`src/core/tsp_defines.svh`:
```
// Purpose: Offsets, field positions, reset values and limits of the trap unit
// Assumes: Included by the package and by every design file that needs a figure
// Notes:   Definitions only
`ifndef TSP_DEFINES_SVH
`define TSP_DEFINES_SVH

// Register port geometry
`define TSP_ADDR_W          4
`define TSP_REG_W           16

// Register offsets on the plain register port
`define TSP_OFS_CORE_CTRL   4'h0
`define TSP_OFS_TRAP_STAT   4'h1
`define TSP_OFS_STATUS_WORD 4'h2

// Core control: priority level most significant bit
`define TSP_CC_PRIO_MSB     3

// Status word: priority level low bits
`define TSP_SW_PRIO_HI      7
`define TSP_SW_PRIO_LO      5

// Trap status and control fields
`define TSP_TS_NEST_DIS     15
`define TSP_TS_OVA_FLAG     14
`define TSP_TS_OVB_FLAG     13
`define TSP_TS_COVA_FLAG    12
`define TSP_TS_COVB_FLAG    11
`define TSP_TS_OVA_EN       10
`define TSP_TS_OVB_EN       9
`define TSP_TS_COV_EN       8
`define TSP_TS_SHIFT_FLAG   7
`define TSP_TS_DIV0_FLAG    6
`define TSP_TS_DMA_FLAG     5
`define TSP_TS_MATH_FLAG    4
`define TSP_TS_ADDR_FLAG    3
`define TSP_TS_STACK_FLAG   2
`define TSP_TS_OSC_FLAG     1

// Bit 0 of trap status is unimplemented and reads zero
`define TSP_TS_IMPL_MASK    16'hfffe

// Reset values
`define TSP_TS_RESET        16'h0000
`define TSP_PRIO_LOW_RESET  3'h0
`define TSP_PRIO_MSB_RESET  1'b0
`define TSP_ZERO_WORD       16'h0000

// Priority levels
`define TSP_PRIO_MAX_LOW    3'h7
`define TSP_PRIO_THRESH     4'h7

// Trap request vector lanes
`define TSP_REQ_W           5
`define TSP_REQ_DMA         0
`define TSP_REQ_MATH        1
`define TSP_REQ_STACK       2
`define TSP_REQ_ADDR        3
`define TSP_REQ_OSC         4

`endif

```
`src/core/tsp_pkg.sv`:
```
// Purpose: Types shared by the trap unit files
// Assumes: tsp_defines.svh gives the register and request widths
// Notes:   Trap codes match the trap vector numbers
`include "tsp_defines.svh"

package tsp_pkg;

  // Trap vector numbers, zero when nothing is raised
  typedef enum logic [2:0] {
    TSP_VEC_NONE  = 3'b000,
    TSP_VEC_OSC   = 3'b001,
    TSP_VEC_ADDR  = 3'b010,
    TSP_VEC_STACK = 3'b011,
    TSP_VEC_MATH  = 3'b100,
    TSP_VEC_DMA   = 3'b101
  } tsp_trap_type;

  // State of the sticky flag bank
  typedef struct packed {
    logic [`TSP_REG_W-1:0] flags;
  } tsp_bank_state_type;

  // State of the top level
  typedef struct packed {
    logic [`TSP_REG_W-1:0] rdata;
    logic                  prio_msb;
    logic [2:0]            prio_low;
    logic                  in_service;
    logic [`TSP_REQ_W-1:0] trap_req;
    tsp_trap_type          trap_vec;
    logic                  irq_accept;
  } tsp_top_state_type;

endpackage : tsp_pkg

```
`src/core/tsp_flag_bank.sv`:
```
// Purpose: Bank of software-writable bits with hardware set inputs
// Assumes: Set inputs are one-cycle pulses or levels in the sys_clk domain
// Notes:   A set in the cycle of a software write wins over the written zero
`timescale 1ns/1ns
`include "tsp_defines.svh"

module tsp_flag_bank #(
  parameter int                    WIDTH     = `TSP_REG_W,
  parameter logic [`TSP_REG_W-1:0] IMPL_MASK = `TSP_TS_IMPL_MASK,
  parameter logic [`TSP_REG_W-1:0] RESET_VAL = `TSP_TS_RESET
) (
  input  wire logic             sys_clk,
  input  wire logic             sys_rst,
  input  wire logic             wr_en,
  input  wire logic [WIDTH-1:0] wr_value,
  input  wire logic [WIDTH-1:0] set_bits,
  output logic      [WIDTH-1:0] flags
);
  import tsp_pkg::*;

  tsp_bank_state_type    st_q;
  tsp_bank_state_type    st_d;
  logic [WIDTH-1:0]      nxt;

  // Per bit: written value or held value, then hardware set on top
  genvar i;
  generate
    for (i = 0; i < WIDTH; i = i + 1) begin : g_bit
      assign nxt[i] = IMPL_MASK[i] &
                      (set_bits[i] | (wr_en ? wr_value[i] : st_q.flags[i]));
    end
  endgenerate

  always_comb begin
    st_d       = st_q;
    st_d.flags = nxt;
  end

  // Synchronous reset to the documented clear state
  always_ff @(posedge sys_clk) begin
    if (sys_rst) begin
      st_q.flags <= RESET_VAL;
    end else begin
      st_q <= st_d;
    end
  end

  assign flags = st_q.flags;

endmodule : tsp_flag_bank

```
`src/core/tsp_trap_unit.sv`:
```
// Purpose: Trap cause latching, trap enables, nesting control and CPU priority level
// Assumes: Trap event inputs are synchronous pulses from the core datapath
// Notes:   Three registers on a plain port; read data stand one cycle after the strobe
//
// Our own choices: the address map and strobed register access.
`timescale 1ns/1ns
`include "tsp_defines.svh"

module tsp_trap_unit (
  input  wire logic                   sys_clk,
  input  wire logic                   sys_rst,
  // Register port
  input  wire logic [`TSP_ADDR_W-1:0] reg_addr,
  input  wire logic [`TSP_REG_W-1:0]  reg_wdata,
  input  wire logic                   reg_wr,
  input  wire logic                   reg_rd,
  output logic      [`TSP_REG_W-1:0]  reg_rdata,
  // Trap events from the datapath
  input  wire logic                   acc_a_overflow,
  input  wire logic                   acc_b_overflow,
  input  wire logic                   acc_a_catastrophic,
  input  wire logic                   acc_b_catastrophic,
  input  wire logic                   bad_shift,
  input  wire logic                   divide_zero,
  input  wire logic                   dma_fault,
  input  wire logic                   address_fault,
  input  wire logic                   stack_fault,
  input  wire logic                   oscillator_fault,
  // Level changes made by the core sequencer
  input  wire logic                   trap_enter,
  input  wire logic [2:0]             trap_level,
  input  wire logic                   irq_enter,
  input  wire logic [2:0]             irq_level,
  input  wire logic                   level_restore,
  input  wire logic [3:0]             restore_level,
  // Pending user interrupt offered by the interrupt controller
  input  wire logic                   irq_pending,
  input  wire logic [2:0]             irq_pend_level,
  // Results
  output tsp_pkg::tsp_trap_type       trap_vector,
  output logic      [`TSP_REQ_W-1:0]  trap_request,
  output logic      [3:0]             priority_level,
  output logic                        priority_level_msb,
  output logic                        nesting_disable,
  output logic                        irq_accept
);
  import tsp_pkg::*;

  tsp_top_state_type     st_q;
  tsp_top_state_type     st_d;
  logic [`TSP_REG_W-1:0] ts_flags;
  logic [`TSP_REG_W-1:0] ts_set;
  logic                  ts_wr;
  logic                  ova_trap;
  logic                  ovb_trap;
  logic                  cova_trap;
  logic                  covb_trap;
  logic                  math_trap;
  logic [`TSP_REQ_W-1:0] req_now;
  logic [3:0]            level_now;

  // Address decode, shared by the read and write paths
  function automatic logic tsp_hit(input logic [`TSP_ADDR_W-1:0] a,
                                   input logic [`TSP_ADDR_W-1:0] ofs);
    tsp_hit = (a == ofs);
  endfunction : tsp_hit

  // Highest-ranked trap of one cycle; oscillator failure outranks the rest
  function automatic tsp_trap_type tsp_encode(input logic [`TSP_REQ_W-1:0] r);
    if (r[`TSP_REQ_OSC]) begin
      tsp_encode = TSP_VEC_OSC;
    end else if (r[`TSP_REQ_ADDR]) begin
      tsp_encode = TSP_VEC_ADDR;
    end else if (r[`TSP_REQ_STACK]) begin
      tsp_encode = TSP_VEC_STACK;
    end else if (r[`TSP_REQ_MATH]) begin
      tsp_encode = TSP_VEC_MATH;
    end else if (r[`TSP_REQ_DMA]) begin
      tsp_encode = TSP_VEC_DMA;
    end else begin
      tsp_encode = TSP_VEC_NONE;
    end
  endfunction : tsp_encode

  // Accumulator events only become traps when their enable is set
  assign ova_trap  = acc_a_overflow & ts_flags[`TSP_TS_OVA_EN];
  assign ovb_trap  = acc_b_overflow & ts_flags[`TSP_TS_OVB_EN];
  assign cova_trap = acc_a_catastrophic & ts_flags[`TSP_TS_COV_EN];
  assign covb_trap = acc_b_catastrophic & ts_flags[`TSP_TS_COV_EN];

  // Every enabled accumulator trap and every arithmetic fault is a math trap
  assign math_trap = ova_trap | ovb_trap | cova_trap | covb_trap |
                     bad_shift | divide_zero;

  // Trap requests raised by this cycle's events
  always_comb begin
    req_now                 = '0;
    req_now[`TSP_REQ_DMA]   = dma_fault;
    req_now[`TSP_REQ_MATH]  = math_trap;
    req_now[`TSP_REQ_STACK] = stack_fault;
    req_now[`TSP_REQ_ADDR]  = address_fault;
    req_now[`TSP_REQ_OSC]   = oscillator_fault;
  end

  // Cause bits to set in the trap status register
  always_comb begin
    ts_set                      = '0;
    ts_set[`TSP_TS_OVA_FLAG]    = ova_trap;
    ts_set[`TSP_TS_OVB_FLAG]    = ovb_trap;
    ts_set[`TSP_TS_COVA_FLAG]   = cova_trap;
    ts_set[`TSP_TS_COVB_FLAG]   = covb_trap;
    ts_set[`TSP_TS_SHIFT_FLAG]  = bad_shift;
    ts_set[`TSP_TS_DIV0_FLAG]   = divide_zero;
    ts_set[`TSP_TS_DMA_FLAG]    = dma_fault;
    ts_set[`TSP_TS_MATH_FLAG]   = math_trap;
    ts_set[`TSP_TS_ADDR_FLAG]   = address_fault;
    ts_set[`TSP_TS_STACK_FLAG]  = stack_fault;
    ts_set[`TSP_TS_OSC_FLAG]    = oscillator_fault;
  end

  // Software write of the whole trap status word; reads never touch it
  assign ts_wr = reg_wr & tsp_hit(reg_addr, `TSP_OFS_TRAP_STAT);

  // Sticky flags, enables and nesting disable; a set beats a same-cycle clear
  tsp_flag_bank #(
    .WIDTH     (`TSP_REG_W),
    .IMPL_MASK (`TSP_TS_IMPL_MASK),
    .RESET_VAL (`TSP_TS_RESET)
  ) u_flags (
    .sys_clk  (sys_clk),
    .sys_rst  (sys_rst),
    .wr_en    (ts_wr),
    .wr_value (reg_wdata),
    .set_bits (ts_set),
    .flags    (ts_flags)
  );

  // Current four-bit level as held now
  assign level_now = {st_q.prio_msb, st_q.prio_low};

  // Next state of priority level, requests and read data
  always_comb begin
    st_d = st_q;

    // Read data stand for the one cycle after the strobe, zero otherwise
    st_d.rdata = `TSP_ZERO_WORD;
    if (reg_rd) begin
      if (tsp_hit(reg_addr, `TSP_OFS_CORE_CTRL)) begin
        // Only the level MSB is held here; it reads 1 above level 7
        st_d.rdata[`TSP_CC_PRIO_MSB] = (level_now > `TSP_PRIO_THRESH);
      end else if (tsp_hit(reg_addr, `TSP_OFS_TRAP_STAT)) begin
        st_d.rdata = ts_flags;
      end else if (tsp_hit(reg_addr, `TSP_OFS_STATUS_WORD)) begin
        st_d.rdata[`TSP_SW_PRIO_HI:`TSP_SW_PRIO_LO] = st_q.prio_low;
      end else begin
        st_d.rdata = `TSP_ZERO_WORD;
      end
    end

    // Software writes to the status-word level bits are ignored while nesting is disabled
    if (reg_wr && tsp_hit(reg_addr, `TSP_OFS_STATUS_WORD) &&
        !ts_flags[`TSP_TS_NEST_DIS]) begin
      st_d.prio_low = reg_wdata[`TSP_SW_PRIO_HI:`TSP_SW_PRIO_LO];
    end

    // The MSB can only be cleared by software, never set
    if (reg_wr && tsp_hit(reg_addr, `TSP_OFS_CORE_CTRL) &&
        !reg_wdata[`TSP_CC_PRIO_MSB]) begin
      st_d.prio_msb = 1'b0;
    end

    // Core sequencer changes rank above software writes in the same cycle
    if (level_restore) begin
      st_d.prio_msb   = restore_level[3];
      st_d.prio_low   = restore_level[2:0];
      st_d.in_service = 1'b0;
    end

    // Entering a user interrupt; with nesting off the level goes to 7
    if (irq_enter) begin
      st_d.in_service = 1'b1;
      if (ts_flags[`TSP_TS_NEST_DIS]) begin
        st_d.prio_low = `TSP_PRIO_MAX_LOW;
      end else begin
        st_d.prio_low = irq_level;
      end
    end

    // Entering a trap always lifts the level above 7, out of software reach
    if (trap_enter) begin
      st_d.prio_msb = 1'b1;
      st_d.prio_low = trap_level;
    end

    // One-cycle trap requests and the winning vector
    st_d.trap_req = req_now;
    st_d.trap_vec = tsp_encode(req_now);

    // A pending user interrupt is taken only above the current level, and
    // never while another one runs with nesting disabled
    st_d.irq_accept = irq_pending &&
                      !st_q.prio_msb &&
                      (irq_pend_level > st_q.prio_low) &&
                      !(ts_flags[`TSP_TS_NEST_DIS] && st_q.in_service);
  end

  // Single register stage for all top-level state
  always_ff @(posedge sys_clk) begin
    if (sys_rst) begin
      st_q.rdata      <= `TSP_ZERO_WORD;
      st_q.prio_msb   <= `TSP_PRIO_MSB_RESET;
      st_q.prio_low   <= `TSP_PRIO_LOW_RESET;
      st_q.in_service <= 1'b0;
      st_q.trap_req   <= '0;
      st_q.trap_vec   <= TSP_VEC_NONE;
      st_q.irq_accept <= 1'b0;
    end else begin
      st_q <= st_d;
    end
  end

  // Outputs straight from flip-flops
  assign reg_rdata          = st_q.rdata;
  assign trap_vector        = st_q.trap_vec;
  assign trap_request       = st_q.trap_req;
  assign priority_level     = level_now;
  assign priority_level_msb = st_q.prio_msb;
  assign nesting_disable    = ts_flags[`TSP_TS_NEST_DIS];
  assign irq_accept         = st_q.irq_accept;

endmodule : tsp_trap_unit

```
`config.mk`:
```
export PLATFORM = sky130hd
export DESIGN_NAME = tsp_trap_unit
export DESIGN_NICKNAME = d
export VERILOG_FILES = /design/src/core/tsp_pkg.sv /design/src/core/tsp_flag_bank.sv /design/src/core/tsp_trap_unit.sv
export VERILOG_INCLUDE_DIRS = /design/src /design/src/core
export SDC_FILE = /design/constraint.sdc
export NUM_CORES = 1
export LEC_CHECK = 0
export BUFFER_PORTS_ARGS = -buffer_cell sky130_fd_sc_hd__buf_2
export CORE_MARGIN = 2
export CORE_UTILIZATION = 51
export DETAILED_ROUTE_END_ITERATION = 8
export PLACE_DENSITY = 0.94
export SYNTH_ARGS = -nofsm -noshare
export SYNTH_HDL_FRONTEND = slang
export SYNTH_SLANG_ARGS = --single-unit
export TNS_END_PERCENT = 50
```
`constraint.sdc`:
```
create_clock -name sys_clk -period 3.5 [get_ports sys_clk]
set_input_delay 1.05 -clock sys_clk [delete_from_list [all_inputs] [get_ports sys_clk]]
set_output_delay 1.05 -clock sys_clk [all_outputs]
set_load 0.03 [all_outputs]
```
Word-level counts from Yosys, hierarchy flattened
Cells that the tools add are included.

$add $sub $neg: 0. $mul: 0. Divide/modulo/power cells: 0. $lt $le $gt $ge: 2. Eq/ne operators: 2. Shifts and indexed selects: 0. Mux-type cells: 25. Bitwise gates (word level): 23. Reduce and logical (&&, ||, !) cells: 21.

Operators by type and width (number): 1-bit OR (16); 3-bit 2-to-1 mux (5); 1-bit 2-to-1 mux (14); 1-bit logical AND (8); 4-bit 2-to-1 mux (2); 8-bit 2-to-1 mux (1); 4-bit OR reduction (2); 1-bit AND (5); 5-bit 2-to-1 mux (1); 4-bit by 1-bit equality test with 1-bit output, second input constant (1); 4-bit by 2-bit equality test with 1-bit output, second input constant (1); 4-bit by 3-bit > comparator with 1-bit output, second input constant (1); 1-bit zero test (4); 4-bit zero test (1); 2-bit 2-to-1 mux (2); 4-bit nonzero test (1); 2-bit OR reduction (2); 3-bit > comparator (1); 3-bit nonzero test (1); 3-bit OR reduction (1); 1-bit NOT (2); 2-bit nonzero test (1).

Register bits after elaboration: 46. Latch bits: 0. Memory bits (writable): 0. Memory bits (read-only): 0. Input bits: 51. Output and inout port bits: 31. Word-level logic and storage cells: 87. Memories kept: 0.

Logic depth before layout (Yosys ltp)
Gate-level depths: netlist (run 1).

Depth in word-level cells: 10. Mapped depth: 5. Mapped depth without buffers: 5.

By module
From an unflattened synthesis (run 1), not the netlist that was laid out.

Cells, all modules: 219. Area, all modules: 2067.0 sq um.

By module, submodules not included: tsp_trap_unit (instances 1, cells an instance 154, area an instance 1438.9 sq um, seq. area each 600.6 sq um); tsp_flag_bank (instances 1, cells an instance 65, area an instance 628.1 sq um, seq. area each 300.3 sq um).

Least setup slack after synthesis (run 1)
OpenSTA, ideal clock, no wires.

Path kind: input-to-reg. Start: input trap_enter. End: register st_q (netlist bit priority_level[0]). Library setup time: 0.086 ns. Arrival: 1.955 ns. Required time: 3.414 ns. Setup slack: 1.460 ns. Stages: 4. Path buffers: 1. Cell sequence: buf_4 > or3_1 > a21o_2 > a211oi_1.

Cells in the longest elaborated chain, start to end: 1. Elaborated cells between the ends (all ways): 2. Those cells by class: mux (1); reduce/logical (1).

Ends and longest elaborated chain: start: declaration (RTL line tsp_trap_unit.sv:30) `input wire logic trap_enter,`; 4-bit nonzero test (no line) or 4-bit 2-to-1 mux (tied branches); end signal: assignment (RTL line tsp_trap_unit.sv:218) `st_q <= st_d;`; end: declaration (RTL line tsp_trap_unit.sv:49) `tsp_top_state_type st_q;`.

Parallel ways exist; a longest one is shown, timed or not. A chain may end at the register's enable or synchronous reset.

Worst setup path in the final report (run 1)
Start: register u_flags.flags[15] (netlist name). End: output nesting_disable.

RTL lines: end: declaration (RTL line tsp_trap_unit.sv:44) `output logic nesting_disable,`.

No word-level cell between the ends.

==> metrics.txt, run 1 <==
setup tns final 0 ns; number of global-route vias before repair 1597; Crit Path Class flip-flop to primary output; Synth-to-Final Area Change 13.0%; largest net degree at the start of global routing 31; register area share after synthesis 0.441; Post-Route Utilization 0.607; Cells after Synth 222; DR DRC count 0; Die Area 4430 sq um; crit path capture type primary output; Leak 1.04 nW; Synth area leaders dfxtp_1, buf_4, nand3_1, o21ai_0, a31oi_1; Peak VDD IR between 150 and 200 uV; Die Y around 67 um; Slew headroom 0.411; highest metal used met4; DR vias about 1700; Post-Place Cell Area around 2200 sq um; Achievable Freq 0.471 GHz; Clock Power Share 0.304; Max Cap Viol 0; Syn Area/Cell 9.00 sq um; setup repair bufs after CTS 0; Hold Vio Cnt, Final 0; Arrival @ worst endpoint 1.08 ns; Final Cycle Share 0.607; Synth top cells by count dfxtp_1, buf_4, nand3_1, o21ai_0, inv_1; cell with the most instances after synthesis dfxtp_1; design internal power 0.710 mW; Post-Syn Area about 2000 sq um; RD Place Congestion 0.811; initial antenna violation count 0; drt first-iter violations 95; crit path max-delay cell type dfxtp_1; CP max stage delay 0.51 ns; worst path cell trace buf_2; Psw between 0.2 and 0.3 mW; gr usage total 0.214; Distinct cells, synth 39; Synth Flop Type dfxtp_1; required time worst endpoint 2.45 ns; share of the synthesized area in the top cell type 0.441; clock skew 0.00692 ns; CP delay by family, top flip-flops; Worst setup SP type flip-flop; clk sinks 44; RSZ-0062 raised after global routing false; Place WS ~1.1 ns; CTS tree yes; global-route wire length before repair 6.97 mm; crit path buf inv count 1; Vias/cell 5.46; largest area contributor in the netlist dfxtp_1; worst-path fanout max 8; ANT nets after route 0; DR WL/cell 14.3 um; Post-synth EDFFs 0; hold crit path type flip-flop to flip-flop; GRT overflow 0; worst slew pin tran 0.880 ns; share of power burned in registers 0.551; asr flop ratio synth 0; Post-Route M1 WL 1.76 mm; clock slew at reported path FFs roughly 0.07 ns; routed wl met2 2.19 mm; pwr dens 426 nW/um^2; Sw Ratio 0.261; Final WS setup between 1 and 1.5 ns; ANT cells 0; Clock Path Buffers 2; Initial Util 0.537; I/O Buffers 79; Die W 66.6 um; number of hold buffers added after CTS 0; Core Rows 22; clk root buf clkbuf_8; TritonRoute pass-1 iters 4; area of the core 3720 sq um; Met3 Wirelength 361 um; Combinational Power Share 0.145; clock latency on the worst-skew pair 0.30 ns; layout cells sized above 1 0.349; post-layout minimum cycle time 2.13 ns; final wirelength 4.54 mm; H-tree Lvls 2; Ports 82; #FFs+latches synth 44; outcome completed; Mapped Nets 276; dpl cells 310; CTS-repair resized insts 0; final cell count without fillers 317; Final setup viols 0; Final nets 323; DP Wirelength 3.45 mm; CTS buffer count 5; Slew Viols, Final 0; Yosys Warn Count 0; fin area 2260 sq um
## path summary, 6_finish.rpt
| check | from | end | slack, ns | cells past startpoint |
|---|---|---|---|---|
| max | u_flags.flags[15]$_SDFFE_PP0P_ | nesting_disable | 1.37 | 1 |
| min | u_flags.flags[1]$_SDFF_PP0_ | reg_rdata[1]$_SDFF_PP0_ | 0.45 | 1 |
| max reg2reg | u_flags.flags[15]$_SDFFE_PP0P_ | priority_level[0]$_SDFFE_PP0P_ | 1.87 | 3 |
| min reg2reg | u_flags.flags[1]$_SDFF_PP0_ | reg_rdata[1]$_SDFF_PP0_ | 0.45 | 1 |
## registers in the layout, summed over array words and instances (netlist names)
name	cells
trap_vector	3
irq_accept	1
st_q	1
u_flags.flags	15
priority_level	3
trap_request	5
priority_level_msb	1
reg_rdata	15
## kinds of logic after synthesis
logic type,after synthesis,share of synthesized area
and+or+nand+nor,63,0.182
muxes,4,0.0201
DFF,44,0.441
buffers and inverters,53,0.165
adders and majority gates,3,0.0188
AOI/OAI and AO/OA,54,0.171
other,1,0.00188
## metal layers
layer,vias up,track usage
li1,843,-
met4,0,0.166
met1,782,0.244
met5,-,0
met2,84,0.349
met3,22,0.0439
## stage by stage
| stage | hold WS [ns] | power (mW) |
|---|---|---|
| final | 0.454 | 0.961 |
| after floorplan | 0.422 | 0.637 |
| after detailed placement | 0.440 | 0.678 |
| after global placement | 0.436 | 0.673 |
| after CTS | 0.457 | 0.964 |
| after global routing | 0.472 | 0.998 |
## power groups by stage
stage / Combinational, mW / Clock (mW) / Sequential (mW)
finish: 0.139 / 0.292 / 0.530
global route: 0.151 / 0.315 / 0.532
CTS: 0.138 / 0.296 / 0.530
detailed placement: 0.137 / 0 / 0.541
global placement: 0.133 / 0 / 0.541
floorplan: 0.0958 / 0 / 0.541
## cell type report
cell class / count / area [sq um]
clock buffer: 6 / 72.6
fill: 332 / 1460
timing repair buffer: 80 / 403
sequential: 44 / 881
inverter: 13 / 48.8
clock inverter: 1 / 5.00
tap: 48 / 60.1
multi-input combinational: 125 / 787
## placed cells by master, fill, tap and decap left out, types with 2 or more instances in the layout
cell type / count
a211oi_1: 8
a21oi_1: 8
a221oi_1: 2
a22oi_1: 3
a31oi_1: 11
and2_1: 10
buf_2: 79
clkbuf_8: 5
dfxtp_1: 44
ha_1: 3
inv_1: 13
mux2i_1: 4
nand2_1: 4
nand3_1: 17
nor2_1: 12
nor2b_1: 2
nor4b_1: 4
o21ai_0: 17
or3_1: 2
No activity file was read; power rests on OpenSTA's default activity.
==> inputs of run 2 (changes only) <==
--- a/config.mk
+++ b/config.mk
@@ -8,9 +8,9 @@
 export LEC_CHECK = 0
 export BUFFER_PORTS_ARGS = -buffer_cell sky130_fd_sc_hd__buf_2
 export CORE_MARGIN = 2
-export CORE_UTILIZATION = 51
+export CORE_UTILIZATION = 43
 export DETAILED_ROUTE_END_ITERATION = 8
-export PLACE_DENSITY = 0.94
+export PLACE_DENSITY = 0.85
 export SYNTH_ARGS = -nofsm -noshare
 export SYNTH_HDL_FRONTEND = slang
 export SYNTH_SLANG_ARGS = --single-unit
==> constraint.sdc (replaced) <==
create_clock -name sys_clk -period 1.7 [get_ports sys_clk]
set_input_delay 0.51 -clock sys_clk [delete_from_list [all_inputs] [get_ports sys_clk]]
set_output_delay 0.51 -clock sys_clk [all_outputs]
set_load 0.03 [all_outputs]
==> metrics.txt, run 2 (synthesis gave the netlist of run 1 again) <==
outcome completed; largest net degree at the start of global routing 29; Final WS setup between 0.1 and 0.15 ns; area used by multi-input combinational logic ~790 sq um; number of hold buffers added after CTS 0; crit path capture type primary output; Pwr Total 1.99 mW; FF/Latch Area 881 sq um; initial antenna violation count 0; Max Cap Viol 0; RSZ-0062 raised after global routing false; clk root buf clkbuf_8; setup tns final 0 ns; Die Area between 5000 and 6000 sq um; GRT overflow 0; CP max stage delay 0.51 ns; DR WL/cell 14.0 um; cells on worst reg2reg path 5; worst path cell trace buf_2; clock latency on the worst-skew pair 0.29 ns; drt first-iter violations 118; Leak 1.09 nW; Slew Viols, Final 0; fin area roughly 2300 sq um; ANT nets after route 0; Crit Path Class flip-flop to primary output; Clock Path Buffers 2; TritonRoute pass-1 iters 4; I/O Buffers 79; gr usage total 0.184; dpl cells approximately 320; Core Rows 24; R2R setup slack 0.41 ns; DP Wirelength 3.70 mm; Vias/cell slightly above 5; CTS buffer count 5; Worst setup SP type flip-flop; pwr dens ~850 nW/um^2; worst-path fanout max 8; crit path max-delay cell type dfxtp_1; DR DRC count 0; Die Y 72.1 um; number of global-route vias before repair 1686; final cell count without fillers 330; Hold Vio Cnt, Final 0; clock skew 0.00904 ns; CTS tree yes; clock slew at reported path FFs 0.08 ns; layout cells sized above 1 0.374; CP delay by family, top flip-flops; H-tree Lvls 2; Die W about 70 um; commonest non-fill, non-tap cells in the layout buf_2, dfxtp_1, o21ai_0, nand3_1, inv_1; required time worst endpoint 1.19 ns; Reg-to-Reg Start priority_level[1]$_SDFFE_PP0P_; clk sinks 44; Place WS 0.00274 ns; Synth-to-Final Area Change 16.9%; Min-Delay Path Depth 2; Achievable Freq 0.636 GHz; Final setup viols 0; Arrival @ worst endpoint 1.06 ns; DR vias approximately 1700; Ports 82; CTS-repair resized insts 0; crit path buf inv count 1; area of the core 4410 sq um; Hold Path End trap_vector[1]$_SDFF_PP0_; hold crit path type input port to flip-flop; ANT cells 0; Peak VDD IR 298 uV; commonest non-fill, non-tap cell in the layout buf_2; worst hold start oscillator_fault; worst r2r dst irq_accept$_SDFF_PP0_; setup repair bufs after CTS 0; final wirelength 4.62 mm; fill count between 400 and 500; global-route wire length before repair 7.44 mm; Initial Util 0.452; Final Cycle Share 0.925; Final nets 332; post-layout minimum cycle time 1.57 ns; Post-Place Cell Area 2250 sq um; RD Place Congestion about 0.84
[run 2: cell types whose count changed in the layout (fill, tap and decap cells not counted), sizes merged]
cell | before | now
buf | 80 | 89
clkbuf | 6 | 5
clkinvlp | 0 | 1
[run 2: worst max path at each step]
stage                                        start                             end  slack [ns]  depth (start not counted)
global placement                       reg_addr[3]        reg_rdata[15]$_SDFF_PP0_        0.03                          4
floorplan                               trap_enter  priority_level[0]$_SDFFE_PP0P_        0.20                          4
finish              u_flags.flags[15]$_SDFFE_PP0P_                 nesting_disable        0.13                          1
detailed placement                     reg_addr[3]        reg_rdata[15]$_SDFF_PP0_       0.003                          4
global route        u_flags.flags[15]$_SDFFE_PP0P_                 nesting_disable        0.07                          1
CTS                 u_flags.flags[15]$_SDFFE_PP0P_                 nesting_disable        0.12                          1
[run 2: stage by stage]
| stage | hold WS (ns) | utilization |
|---|---|---|
| 2_1_floorplan | 0.422 | - |
| 3_3_place_gp | 0.438 | 0.510 |
| 3_5_place_dp | 0.441 | 0.510 |
| 4_1_cts | 0.416 | 0.529 |
| 5_1_grt | 0.429 | 0.529 |
| 6_report | 0.425 | 0.529 |
[run 2: area by class of cell]
class / instances / area share
Tap cell: 52 / 0.0279
Multi-Input combinational cell: 125 / 0.337
Timing Repair Buffer: 89 / 0.202
Clock buffer: 5 / 0.0295
Clock inverter: 2 / 0.00536
Sequential cell: 44 / 0.377
Inverter: 13 / 0.0209
[run 2: report_power, final]
group	switching (mW)	internal (mW)
Combinational	0.174	0.124
Sequential	0.0216	1.07
Clock	0.323	0.278
[run 2: per-layer routing]
| layer | GRT usage | vias up | part of all wire |
|---|---|---|---|
| met1 | 0.212 | 750 | 0.40 |
| met4 | 0.113 | 0 | 0.036 |
| met2 | 0.296 | 91 | 0.48 |
| met3 | 0.0583 | 16 | 0.090 |
| met5 | 0 | - | 0 |
| li1 | - | 855 | - |
[run 2: worst reg2reg max path, stage by stage, from the launching register on]
cell and delay, ns:
dfxtp_1 0.38, inv_1 0.06, ha_1 0.29, nor2b_1 0.14, o21ai_0 0.08, a221oi_1 0.25
==> inputs of run 3 (changes only) <==
--- a/config.mk
+++ b/config.mk
@@ -7,9 +7,12 @@
 export NUM_CORES = 1
 export LEC_CHECK = 0
 export BUFFER_PORTS_ARGS = -buffer_cell sky130_fd_sc_hd__buf_2
+export CELL_PAD_IN_SITES_DETAIL_PLACEMENT = 1
+export CELL_PAD_IN_SITES_GLOBAL_PLACEMENT = 1
 export CORE_MARGIN = 2
-export CORE_UTILIZATION = 43
+export CORE_UTILIZATION = 31
 export DETAILED_ROUTE_END_ITERATION = 8
+export GPL_ROUTABILITY_DRIVEN = 0
 export PLACE_DENSITY = 0.85
 export SYNTH_ARGS = -nofsm -noshare
 export SYNTH_HDL_FRONTEND = slang
==> metrics.txt, run 3 (synthesis gave the netlist of run 1 again) <==
largest net degree at the start of global routing 30; I/O Buffers 79; crit path max-delay cell type dfxtp_1; ANT cells 0; area of the core 6280 sq um; post-layout minimum cycle time roughly 1.6 ns; Die Area 7100 sq um; CTS buffer count 5; layout cells sized above 1 0.370; worst-path fanout max 8; Peak VDD IR around 280 uV; crit path buf inv count 1; required time worst endpoint around 1.2 ns; Slew Viols, Final 0; ANT nets after route 0; setup tns final 0 ns; RSZ-0062 raised after global routing false; clock skew 0.00574 ns; Die Y 84.3 um; Final nets 329; DP Wirelength 4.22 mm; CTS tree yes; Die W between 80 and 90 um; Ports between 80 and 90; Final Cycle Share 0.962; Hold Vio Cnt, Final 0; commonest non-fill, non-tap cells in the layout buf_2, dfxtp_1, o21ai_0, nand3_1, inv_1; TritonRoute pass-1 iters 4; fin area 2390 sq um; drt first-iter violations 93; DR vias 1746; Worst setup SP type flip-flop; Final setup viols 0; GRT overflow 0; Clock Path Buffers 2; Initial Util 0.318; worst path cell trace buf_2; global-route wire length before repair 8.80 mm; clock latency on the worst-skew pair about 0.30 ns; Final WS setup ~0.065 ns; initial antenna violation count 0; commonest non-fill, non-tap cell in the layout buf_2; number of global-route vias before repair 1842; clock slew at reported path FFs 0.08 ns; CP max stage delay around 0.55 ns; H-tree Lvls 2; DR DRC count 0; Leak 1.10 nW; Core Rows 29; setup repair bufs after CTS 0; Achievable Freq about 0.6 GHz; CTS-repair resized insts 0; hold slack about 0.41 ns; Max Cap Viol 0; outcome completed; clk sinks 44; clk root buf clkbuf_8; crit path capture type primary output; hold crit path type input port to flip-flop; Vias/cell 4.95; Post-Place Cell Area 2270 sq um; Crit Path Class flip-flop to primary output; Arrival @ worst endpoint 1.12 ns; CP delay by family, top flip-flops; pwr dens 932 nW/um^2; final wirelength about 5.3 mm; number of hold buffers added after CTS 0; Place WS -0.0896 ns; DR WL/cell 15.0 um; gr usage total 0.154; Synth-to-Final Area Change 19.9%
## run 3: routing by layer
| metal | up-vias | track usage | wire (um) |
|---|---|---|---|
| li1 | 851 | - | - |
| met1 | 827 | 0.204 | 2440 |
| met2 | 56 | 0.242 | 2480 |
| met3 | 12 | 0.0334 | 244 |
| met4 | 0 | 0.0689 | 147 |
| met5 | - | 0 | 0 |
## run 3: path summary, 6_finish.rpt
kind,startpoint,end,slack (ns),depth (start not counted)
worst max register to register,u_flags.flags[15]$_SDFFE_PP0P_,priority_level[0]$_SDFFE_PP0P_,0.22,4
worst min-delay path,oscillator_fault,trap_vector[1]$_SDFF_PP0_,0.41,2
worst max-delay path,u_flags.flags[15]$_SDFFE_PP0P_,nesting_disable,0.07,1
worst min register to register,u_flags.flags[11]$_SDFF_PP0_,reg_rdata[11]$_SDFF_PP0_,0.45,1
## run 3: layout make-up
class / instances / area [sq um]
sequential: 44 / 881
inverter: 13 / 48.8
fill: 779 / 3880
tap: 77 / 96.3
clock buffer: 6 / 82.6
multi-input combinational: 125 / 787
clock inverter: 2 / 38.8
timing repair buffer: 86 / 460
## run 3: stage by stage
stage          utilization  total power, mW  std cells
3_5_place_dp         0.362             1.42        345
2_1_floorplan            -             1.31        222
6_report             0.382             2.23        353
5_1_grt              0.382             2.33        353
3_3_place_gp         0.362             1.41        345
4_1_cts              0.382             2.25        353
## run 3: where the power goes
group | internal [mW] | switching [mW] | leakage (nW)
clock | 0.480 | 0.356 | 0.0614
sequential | 1.07 | 0.0234 | 0.361
combinational | 0.124 | 0.181 | 0.675
